### config.mk
export PLATFORM = sky130hd
export DESIGN_NAME = serial_attenuator_control
export DESIGN_NICKNAME = d
export VERILOG_FILES = /design/src/logic/atten_pkg.sv /design/src/logic/serial_attenuator_control.sv /design/src/logic/pin_sync.sv
export SDC_FILE = /design/constraint.sdc
export NUM_CORES = 1
export LEC_CHECK = 0
export BUFFER_PORTS_ARGS = -buffer_cell sky130_fd_sc_hd__clkbuf_2
export CORE_UTILIZATION = 39
export CTS_BUF_LIST = sky130_fd_sc_hd__clkbuf_2 sky130_fd_sc_hd__clkbuf_4 sky130_fd_sc_hd__clkbuf_8
export DETAILED_ROUTE_END_ITERATION = 10
export PLACE_DENSITY = 0.56
export SYNTH_ARGS = -nofsm -noshare
export SYNTH_HDL_FRONTEND = slang
export SYNTH_SLANG_ARGS = --single-unit
### constraint.sdc
create_clock -name clk -period 4.1 [get_ports clk]
set_input_delay 0.82 -clock clk [delete_from_list [all_inputs] [get_ports clk]]
set_output_delay 0.82 -clock clk [all_outputs]
set_load 0.1 [all_outputs]
### src/logic/atten_pkg.sv
// constants, types and decode helpers for the serial attenuator control
package atten_pkg;
	localparam int FRAME_BITS = 16;
	localparam int BYTE_BITS = 8;
	localparam int CHANNELS = 3;
	localparam int PIN_COUNT = 3;

	// synchroniser reset: frame enable idles high, clock and data low
	localparam logic [2:0] PIN_RESET = 3'h4;
	localparam logic [1:0] RST_SYNC_RESET = 2'h0;
	localparam logic [15:0] SHIFT_RESET = 16'h0000;

	// channel one answers the base address, the others follow it
	localparam logic [7:0] CH_BASE_ADDR = 8'h00;

	// code ranges of the attenuation byte
	localparam logic [7:0] MID_FIRST = 8'h20;
	localparam logic [7:0] COARSE_FIRST = 8'h40;
	localparam logic [7:0] MUTE_FIRST = 8'h4f;

	// levels in half dB units
	localparam logic [7:0] MID_BASE_HDB = 8'h20;
	localparam logic [7:0] COARSE_BASE_HDB = 8'h60;
	localparam logic [7:0] MUTE_HDB = 8'hff;
	localparam logic [6:0] MUTE_TAP = 7'h4f;

	typedef struct packed {
		logic [7:0] addr;
		logic [7:0] code;
	} frame_t;

	typedef struct packed {
		logic mute;
		logic [6:0] tap;
		logic [7:0] level_hdb;
	} channel_setting_t;

	localparam channel_setting_t MUTE_SETTING = '{
		mute: 1'b1,
		tap: MUTE_TAP,
		level_hdb: MUTE_HDB
	};

	typedef enum logic [2:0] {
		ST_IDLE = 3'h1,
		ST_LATCHED = 3'h2,
		ST_APPLY = 3'h4
	} ctrl_state_t;

	// attenuation code to level in half dB; mute codes give MUTE_HDB
	function automatic logic [7:0] code_to_hdb(input logic [7:0] code);
		logic [7:0] lvl;
		lvl = code;
		if (code >= MUTE_FIRST)
			lvl = MUTE_HDB;
		else if (code >= COARSE_FIRST)
			lvl = COARSE_BASE_HDB + {code[5:0], 2'h0};
		else if (code >= MID_FIRST)
			lvl = MID_BASE_HDB + {2'h0, code[4:0], 1'h0};
		return lvl;
	endfunction

	// true when the address byte selects channel idx
	function automatic logic channel_hit(input logic [7:0] addr,
		input logic [7:0] idx);
		return addr == (CH_BASE_ADDR + idx);
	endfunction
endpackage

### src/logic/serial_attenuator_control.sv
// three-wire control of a three-channel attenuator with daisy chain
`timescale 1ns/100ps
module serial_attenuator_control #(
	parameter int CHANNELS = atten_pkg::CHANNELS
) (
	input wire logic clk,
	input wire logic resetn,
	input wire logic sclk,
	input wire logic sdi,
	input wire logic frame_en_n,
	output logic sdo,
	output atten_pkg::frame_t held_frame,
	output atten_pkg::channel_setting_t [CHANNELS-1:0] chan
);
	logic [1:0] rst_sync_q;
	logic rst_n;
	logic [2:0] pins_s;
	logic en_n_s;
	logic sclk_s;
	logic sdi_s;
	logic sclk_prev_q;
	logic en_prev_q;
	logic shift_rise;
	logic shifting;
	logic load_rise;
	logic [atten_pkg::FRAME_BITS-1:0] shift_q;
	logic sdo_q;
	atten_pkg::frame_t latch_q;
	atten_pkg::ctrl_state_t state_q;
	atten_pkg::ctrl_state_t state_d;
	logic [CHANNELS-1:0] hit_q;
	atten_pkg::channel_setting_t new_q;
	atten_pkg::channel_setting_t [CHANNELS-1:0] chan_q;
	logic seen_apply_q;

	// reset enters asynchronously but is released through two flops
	always_ff @(posedge clk or negedge resetn)
	begin
		if (!resetn)
			rst_sync_q <= atten_pkg::RST_SYNC_RESET;
		else
			rst_sync_q <= {rst_sync_q[0], 1'b1};
	end

	assign rst_n = rst_sync_q[1];

	// link pins come from the host's clock, so resample them first
	pin_sync #(
		.WIDTH(atten_pkg::PIN_COUNT),
		.RESET_VAL(atten_pkg::PIN_RESET)
	) u_pin_sync (
		.clk(clk),
		.rst_n(rst_n),
		.pins({frame_en_n, sclk, sdi}),
		.synced(pins_s)
	);

	assign en_n_s = pins_s[2];
	assign sclk_s = pins_s[1];
	assign sdi_s = pins_s[0];

	// previous samples for edge finding on clean copies only
	always_ff @(posedge clk or negedge rst_n)
	begin
		if (!rst_n)
		begin
			sclk_prev_q <= 1'b0;
			en_prev_q <= 1'b1;
		end
		else
		begin
			sclk_prev_q <= sclk_s;
			en_prev_q <= en_n_s;
		end
	end

	// data is taken only on a link clock rise with the enable low
	assign shift_rise = sclk_s & ~sclk_prev_q;
	assign shifting = shift_rise & ~en_n_s;
	assign load_rise = en_n_s & ~en_prev_q;

	// msb enters first, so after 16 bits byte 0 sits on top
	always_ff @(posedge clk or negedge rst_n)
	begin
		if (!rst_n)
			shift_q <= atten_pkg::SHIFT_RESET;
		else if (shifting)
			shift_q <= {shift_q[atten_pkg::FRAME_BITS-2:0], sdi_s};
	end

	// chain output shows the top bit, held between link clocks so the
	// next device samples the previous bit on its own rising edge
	always_ff @(posedge clk or negedge rst_n)
	begin
		if (!rst_n)
			sdo_q <= 1'b0;
		else if (shifting)
			sdo_q <= shift_q[atten_pkg::FRAME_BITS-2];
	end

	// holding latch keeps the frame while new bits shift through
	always_ff @(posedge clk or negedge rst_n)
	begin
		if (!rst_n)
			latch_q <= atten_pkg::frame_t'(atten_pkg::SHIFT_RESET);
		else if (load_rise)
			latch_q <= atten_pkg::frame_t'(shift_q);
	end

	// sequence: latch, decode, then switch the selected channel
	always_comb
	begin
		state_d = state_q;
		case (state_q)
			atten_pkg::ST_IDLE:
				if (load_rise)
					state_d = atten_pkg::ST_LATCHED;
			atten_pkg::ST_LATCHED:
				state_d = atten_pkg::ST_APPLY;
			atten_pkg::ST_APPLY:
				state_d = atten_pkg::ST_IDLE;
			default:
				state_d = atten_pkg::ST_IDLE;
		endcase
	end

	always_ff @(posedge clk or negedge rst_n)
	begin
		if (!rst_n)
			state_q <= atten_pkg::ST_IDLE;
		else
			state_q <= state_d;
	end

	// decode stage: address to channel hits, code to tap and level
	always_ff @(posedge clk or negedge rst_n)
	begin
		if (!rst_n)
		begin
			hit_q <= '0;
			new_q <= atten_pkg::MUTE_SETTING;
		end
		else if (state_q == atten_pkg::ST_LATCHED)
		begin
			for (int i = 0; i < CHANNELS; i++)
				hit_q[i] <= atten_pkg::channel_hit(latch_q.addr,
					8'(i));
			if (latch_q.code >= atten_pkg::MUTE_FIRST)
				new_q <= atten_pkg::MUTE_SETTING;
			else
			begin
				new_q.mute <= 1'b0;
				new_q.tap <= latch_q.code[6:0];
				new_q.level_hdb <=
					atten_pkg::code_to_hdb(latch_q.code);
			end
		end
	end

	// only hit channels switch; no hit at all leaves everything alone
	always_ff @(posedge clk or negedge rst_n)
	begin
		if (!rst_n)
			chan_q <= {CHANNELS{atten_pkg::MUTE_SETTING}};
		else if (state_q == atten_pkg::ST_APPLY)
		begin
			for (int i = 0; i < CHANNELS; i++)
				if (hit_q[i])
					chan_q[i] <= new_q;
		end
	end

	// mute is a separate disconnect flag, not just the deepest tap
	assign chan = chan_q;
	assign sdo = sdo_q;
	assign held_frame = latch_q;

	// helper for checking the power-up state
	always_ff @(posedge clk or negedge rst_n)
	begin
		if (!rst_n)
			seen_apply_q <= 1'b0;
		else if (state_q == atten_pkg::ST_APPLY)
			seen_apply_q <= 1'b1;
	end

	shift_in_a: assert property (
		@(posedge clk) disable iff (!rst_n)
		(sclk_s && !sclk_prev_q && !en_n_s) |=>
		shift_q == {$past(shift_q[atten_pkg::FRAME_BITS-2:0]),
			$past(sdi_s)})
		else $error("shift register missed a link clock bit");

	shift_hold_a: assert property (
		@(posedge clk) disable iff (!rst_n)
		(en_n_s || !(sclk_s && !sclk_prev_q)) |=> $stable(shift_q))
		else $error("shift register moved without a qualified edge");

	chain_out_a: assert property (
		@(posedge clk) disable iff (!rst_n)
		shifting |=> sdo == $past(shift_q[atten_pkg::FRAME_BITS-2])
			&& sdo == shift_q[atten_pkg::FRAME_BITS-1])
		else $error("chain output does not show the outgoing bit");

	latch_capture_a: assert property (
		@(posedge clk) disable iff (!rst_n)
		(en_n_s && !en_prev_q) |=> held_frame == $past(shift_q))
		else $error("enable rise did not capture the shift register");

	decode_order_a: assert property (
		@(posedge clk) disable iff (!rst_n)
		(load_rise && state_q == atten_pkg::ST_IDLE) |=>
		state_q == atten_pkg::ST_LATCHED ##1
		state_q == atten_pkg::ST_APPLY ##1
		state_q == atten_pkg::ST_IDLE)
		else $error("latch, decode and apply out of sequence");

	quiet_chan_a: assert property (
		@(posedge clk) disable iff (!rst_n)
		state_q != atten_pkg::ST_APPLY |=> $stable(chan_q))
		else $error("channel changed without an applied frame");

	power_mute_a: assert property (
		@(posedge clk) disable iff (!rst_n)
		!seen_apply_q |-> chan_q == {CHANNELS{atten_pkg::MUTE_SETTING}})
		else $error("channel not muted before the first frame");

	latch_hold_a: assert property (
		@(posedge clk) disable iff (!rst_n)
		!load_rise |=> $stable(held_frame))
		else $error("holding latch moved without an enable rise");

	chain_hold_a: assert property (
		@(posedge clk) disable iff (!rst_n)
		!shifting |=> $stable(sdo))
		else $error("chain output moved without a shift");

	one_hit_a: assert property (
		@(posedge clk) disable iff (!rst_n)
		state_q == atten_pkg::ST_APPLY |-> $onehot0(hit_q))
		else $error("one frame selected more than one channel");

	genvar g;
	generate
		for (g = 0; g < CHANNELS; g++)
		begin : g_chk
			mute_code_a: assert property (
				@(posedge clk) disable iff (!rst_n)
				(state_q == atten_pkg::ST_LATCHED &&
				atten_pkg::channel_hit(latch_q.addr, 8'(g)) &&
				latch_q.code >= atten_pkg::MUTE_FIRST) |=> ##1
				chan_q[g].mute && chan_q[g].level_hdb == 8'hff)
				else $error("mute code did not mute the channel");

			fine_step_a: assert property (
				@(posedge clk) disable iff (!rst_n)
				(state_q == atten_pkg::ST_LATCHED &&
				atten_pkg::channel_hit(latch_q.addr, 8'(g)) &&
				latch_q.code < 8'h20) |=> ##1
				!chan_q[g].mute && chan_q[g].level_hdb == $past(
				latch_q.code, 2))
				else $error("fine code gave the wrong level");

			max_level_a: assert property (
				@(posedge clk) disable iff (!rst_n)
				(state_q == atten_pkg::ST_LATCHED &&
				atten_pkg::channel_hit(latch_q.addr, 8'(g)) &&
				latch_q.code == 8'h4e) |=> ##1
				!chan_q[g].mute && chan_q[g].level_hdb == 8'h98)
				else $error("deepest code is not 76 dB");

			miss_addr_a: assert property (
				@(posedge clk) disable iff (!rst_n)
				(state_q == atten_pkg::ST_LATCHED &&
				!atten_pkg::channel_hit(latch_q.addr, 8'(g))) |=> ##1
				$stable(chan_q[g]))
				else $error("unaddressed channel changed");

			tap_code_a: assert property (
				@(posedge clk) disable iff (!rst_n)
				(state_q == atten_pkg::ST_LATCHED &&
				atten_pkg::channel_hit(latch_q.addr, 8'(g)) &&
				latch_q.code < atten_pkg::MUTE_FIRST) |=> ##1
				chan_q[g].tap == $past(latch_q.code[6:0], 2))
				else $error("channel tap does not follow the code");

			mid_step_a: assert property (
				@(posedge clk) disable iff (!rst_n)
				(state_q == atten_pkg::ST_LATCHED &&
				atten_pkg::channel_hit(latch_q.addr, 8'(g)) &&
				latch_q.code == 8'h21) |=> ##1
				!chan_q[g].mute && chan_q[g].level_hdb == 8'h22)
				else $error("second whole dB step is not 17 dB");

			coarse_step_a: assert property (
				@(posedge clk) disable iff (!rst_n)
				(state_q == atten_pkg::ST_LATCHED &&
				atten_pkg::channel_hit(latch_q.addr, 8'(g)) &&
				latch_q.code == 8'h40) |=> ##1
				!chan_q[g].mute && chan_q[g].level_hdb == 8'h60)
				else $error("first coarse step is not 48 dB");

			mute_flag_a: assert property (
				@(posedge clk) disable iff (!rst_n)
				chan_q[g].mute |->
				chan_q[g].tap == atten_pkg::MUTE_TAP &&
				chan_q[g].level_hdb == atten_pkg::MUTE_HDB)
				else $error("muted channel shows a live tap");
		end
	endgenerate
endmodule

### src/logic/pin_sync.sv
// two-stage synchroniser for the asynchronous serial pins
`timescale 1ns/100ps
module pin_sync #(
	parameter int WIDTH = 3,
	parameter logic [WIDTH-1:0] RESET_VAL = '0
) (
	input wire logic clk,
	input wire logic rst_n,
	input wire logic [WIDTH-1:0] pins,
	output logic [WIDTH-1:0] synced
);
	logic [WIDTH-1:0] meta_q;
	logic [WIDTH-1:0] sync_q;

	// first stage feeds only the second stage
	always_ff @(posedge clk or negedge rst_n)
	begin
		if (!rst_n)
		begin
			meta_q <= RESET_VAL;
			sync_q <= RESET_VAL;
		end
		else
		begin
			meta_q <= pins;
			sync_q <= meta_q;
		end
	end

	assign synced = sync_q;
endmodule

==> impl_metrics.py <==
metrics = {
    "global_route": {
        "global_route.usage.total": 0.150,
        "number_of_global_route_vias_before_repair": 2487,
        "grt_max_degree": 49,
        "grt_overflow_total": 0,
        "grt_antenna_before_repair": 0,
        "grt_first_pass_wirelength_um": 13200,
    },
    "placement": {
        "dpl-instance-area_um2": 4850,
        "placement.io_buffers": 69,
        "dp_hpwl_um": 5410,
        "globalplace.congestion": 0.702,
    },
    "setup_path": {
        "timing.setup.critical_path_class": "flip-flop to primary output",
        "critPathBufInv": 1,
        "timing.critical_path.cells": "clkbuf_2",
        "cp_slowest_cell": "sky130_fd_sc_hd__dfrtp_1",
        "timing.critical_path.depth": 1,
        "cpLargestDelayFamily": "flip-flops",
        "critical_path_required_ns": 3.28,
        "r2r_cells": 4,
        "critical_path.max_stage_delay_ns": 0.61,
        "crit_arrival_ns": 1.53,
        "critical_path.max_fanout": 15,
        "critical_path_capture_point_type": "primary output",
        "critical_path.startpoint_type": "flip-flop",
    },
    "synthesis": {
        "mappedNetlistNets": 302,
        "netlist.area_leader.share": 0.359,
        "netlist_top_cells_area": "sky130_fd_sc_hd__dfstp_2, sky130_fd_sc_hd__dfrtp_1, sky130_fd_sc_hd__mux2_2, sky130_fd_sc_hd__nand2_1, sky130_fd_sc_hd__buf_4",
        "synth_most_common_cell": "sky130_fd_sc_hd__mux2_2",
        "ys_types": 43,
        "synthesis.area_per_instance_um2": 14.8,
        "number_of_enable_type_register_cells_in_the_synthesized_netlist": 0,
        "synth.ff_latch_count": 112,
        "synth_warnings": 0,
        "post_synth_inst_count": 296,
        "synth_async_sr_flop_share": 1.00,
        "synth_commonest_cells": "sky130_fd_sc_hd__mux2_2, sky130_fd_sc_hd__dfstp_2, sky130_fd_sc_hd__dfrtp_1, sky130_fd_sc_hd__nand2_1, sky130_fd_sc_hd__nor2_1",
        "synth-main-ff-cell": "sky130_fd_sc_hd__dfstp_2",
        "synth_seq_area_share": 0.656,
        "synth_largest_area_cell": "sky130_fd_sc_hd__dfstp_2",
        "netlist_area_um2": 4390,
    },
    "run_status": {
        "outcome": "completed",
    },
    "timing": {
        "layout_worst_path_cycle_share": 0.573,
        "final-hold-violation-count": 0,
        "setup_viol": 0,
        "final.min_clock_period_ns": 2.35,
        "achievable-frequency_mhz": 426,
        "final_max_slew_viol_count": 0,
        "tightestPinTransition_ns": 0.882,
        "finalSetupTns_ns": 0,
        "grt_setup_unrepaired": "false",
        "slew_headroom": 0.412,
        "setup_clock_skew_after_layout_ns": 0.0100,
    },
    "floorplanning": {
        "floorplan.initialDensity": 0.403,
        "die-height_um": 108,
        "rows": 38,
        "ioPinCount": 70,
        "floorplan.die_area_um2": 11700,
        "die_width_um": 108,
        "placeableCoreArea_um2": 10900,
    },
    "finish": {
        "design_area_um2": 5050,
        "nFillCells": 1022,
        "antenna_cells": 0,
        "final_layout_size_suffix_gt1_frac": 0.646,
        "syn2layout_area_growth_pct": 15.2,
        "finish.net_count": 371,
    },
    "power_and_ir_drop": {
        "worst_ir_drop_vdd_v": 0.000271,
        "cellPowerDensity_nw_per_um2": 575,
        "static_leakage_nw": 2.36,
    },
    "cts": {
        "path_clk_slew_ns": 0.09,
        "postCtsHoldBufs": 0,
        "cts_setup_buffers": 0,
        "clockRootBuffer": "sky130_fd_sc_hd__clkbuf_8",
        "clk-insertion-delay-late_ns": 0.37,
        "cts_buffers": 9,
        "cts_repair_resize_count": 0,
        "clockBufferDepth": 2,
        "ctsHtreeMaxLevel": 3,
        "tritoncts_num_sinks": 112,
        "clock_tree_from_tritoncts": "built",
    },
    "drt": {
        "routed_via_density": 4.86,
        "vias": 2477,
        "antenna_left": 0,
        "detail_route.drc_violations": 0,
        "wl_um": 7930,
        "drtPass1Iterations": 3,
        "detailed_router_s_first_iteration_violation_count": 93,
        "wl_per_cell_um": 15.5,
    },
    "min_path": {
        "worstHoldPathType": "input port to async pin",
    },
    "flow_run": {
        "cap_violations": 0,
    },
}
## layer usage
| metal | global-route usage | vias to the layer above | part of all wire |
|---|---|---|---|
| li1 | - | 1163 | - |
| met1 | 0.204 | 1262 | 0.47 |
| met2 | 0.231 | 47 | 0.48 |
| met3 | 0.0476 | 5 | 0.038 |
| met4 | 0.0440 | 0 | 0.0086 |
| met5 | 0 | - | 0 |
## stage by stage
step	instances	worst slack, ns	hold slack, ns	total power [mW]	util
2_1_floorplan	296	0.854	0.331	2.08	-
3_3_place_gp	494	2.14	0.262	2.26	0.446
3_5_place_dp	494	2.09	0.270	2.26	0.446
4_1_cts	510	1.74	0.203	2.94	0.464
5_1_grt	510	1.64	0.186	3.07	0.464
6_report	510	1.75	0.222	2.90	0.464
## worst paths after layout
kind | from | endpoint | slack [ns]
setup / recovery | held_frame[5]$_DFFE_PN0P_ | held_frame[5] | 1.75
hold / removal | resetn | rst_sync_q[1]$_DFF_PN0_ | 0.22
setup reg to reg | state_q[0]$_DFFE_PN1P_ | new_q[6]$_DFFE_PN1N_ | 2.06
hold reg to reg | rst_sync_q[1]$_DFF_PN0_ | shift_q[10]$_DFFE_PN0P_ | 0.25
max in group asynchronous | rst_sync_q[1]$_DFF_PN0_ | new_q[7]$_DFFE_PN1N_ | 2.95
min in group clk | u_pin_sync.meta_q[1]$_DFF_PN0_ | u_pin_sync.synced[1]$_DFF_PN0_ | 0.36
## sequential cells by signal, indices dropped and copies added, names as in the netlist, 2 cells and up
name / cells
chan: 48
held_frame: 16
new_q: 16
shift_q: 16
hit_q: 3
state_q: 3
u_pin_sync.meta_q: 3
u_pin_sync.synced: 3
rst_sync_q: 2
## report_power, final
part	total, mW	internal [mW]	switching, mW
registers	1.51	1.31	0.191
clock network	0.663	0.307	0.356
logic	0.735	0.211	0.523
## cell type report
cell class                      instances  area, µm²  area share
Clock buffer                           12        146      0.0290
Clock inverter                          4       55.1      0.0109
Tap cell                              140        175      0.0347
Timing Repair Buffer                   73        375      0.0743
Inverter                                3       11.3     0.00223
Sequential cell                       112       2880       0.570
Multi-Input combinational cell        166       1410       0.279
## cells in the final DEF, fill, tap and decap left out, types with 2 or more instances in the layout
cell type | Yosys | final
sky130_fd_sc_hd__or2_2 | 2 | 2
sky130_fd_sc_hd__nor2b_1 | 3 | 3
sky130_fd_sc_hd__nor2_1 | 12 | 12
sky130_fd_sc_hd__dfrtp_1 | 52 | 51
sky130_fd_sc_hd__a21oi_1 | 6 | 6
sky130_fd_sc_hd__a31oi_1 | 3 | 3
sky130_fd_sc_hd__clkbuf_4 | 0 | 3
sky130_fd_sc_hd__inv_1 | 2 | 2
sky130_fd_sc_hd__clkbuf_2 | 0 | 69
sky130_fd_sc_hd__mux2_2 | 80 | 80
sky130_fd_sc_hd__o31ai_1 | 3 | 3
sky130_fd_sc_hd__nand3b_1 | 2 | 2
sky130_fd_sc_hd__clkbuf_8 | 0 | 9
sky130_fd_sc_hd__o21ai_1 | 2 | 2
sky130_fd_sc_hd__nand2_1 | 18 | 18
sky130_fd_sc_hd__and2_1 | 3 | 3
sky130_fd_sc_hd__o21ai_0 | 7 | 7
sky130_fd_sc_hd__buf_4 | 7 | 4
sky130_fd_sc_hd__o22ai_1 | 2 | 2
sky130_fd_sc_hd__dfstp_2 | 60 | 60
## cells by family after synthesis
logic type / count (synthesis) / share of synthesized area
AOI/OAI and AO/OA: 29 / 0.0422
xor gates and xnor gates: 1 / 0.00200
adders and majority gates: 1 / 0.00285
buffers and inverters: 18 / 0.0228
DFF: 112 / 0.656
muxes: 80 / 0.205
other: 1 / 0.000855
and+or+nand+nor: 54 / 0.0676
Power figures use the tool's default switching activity.
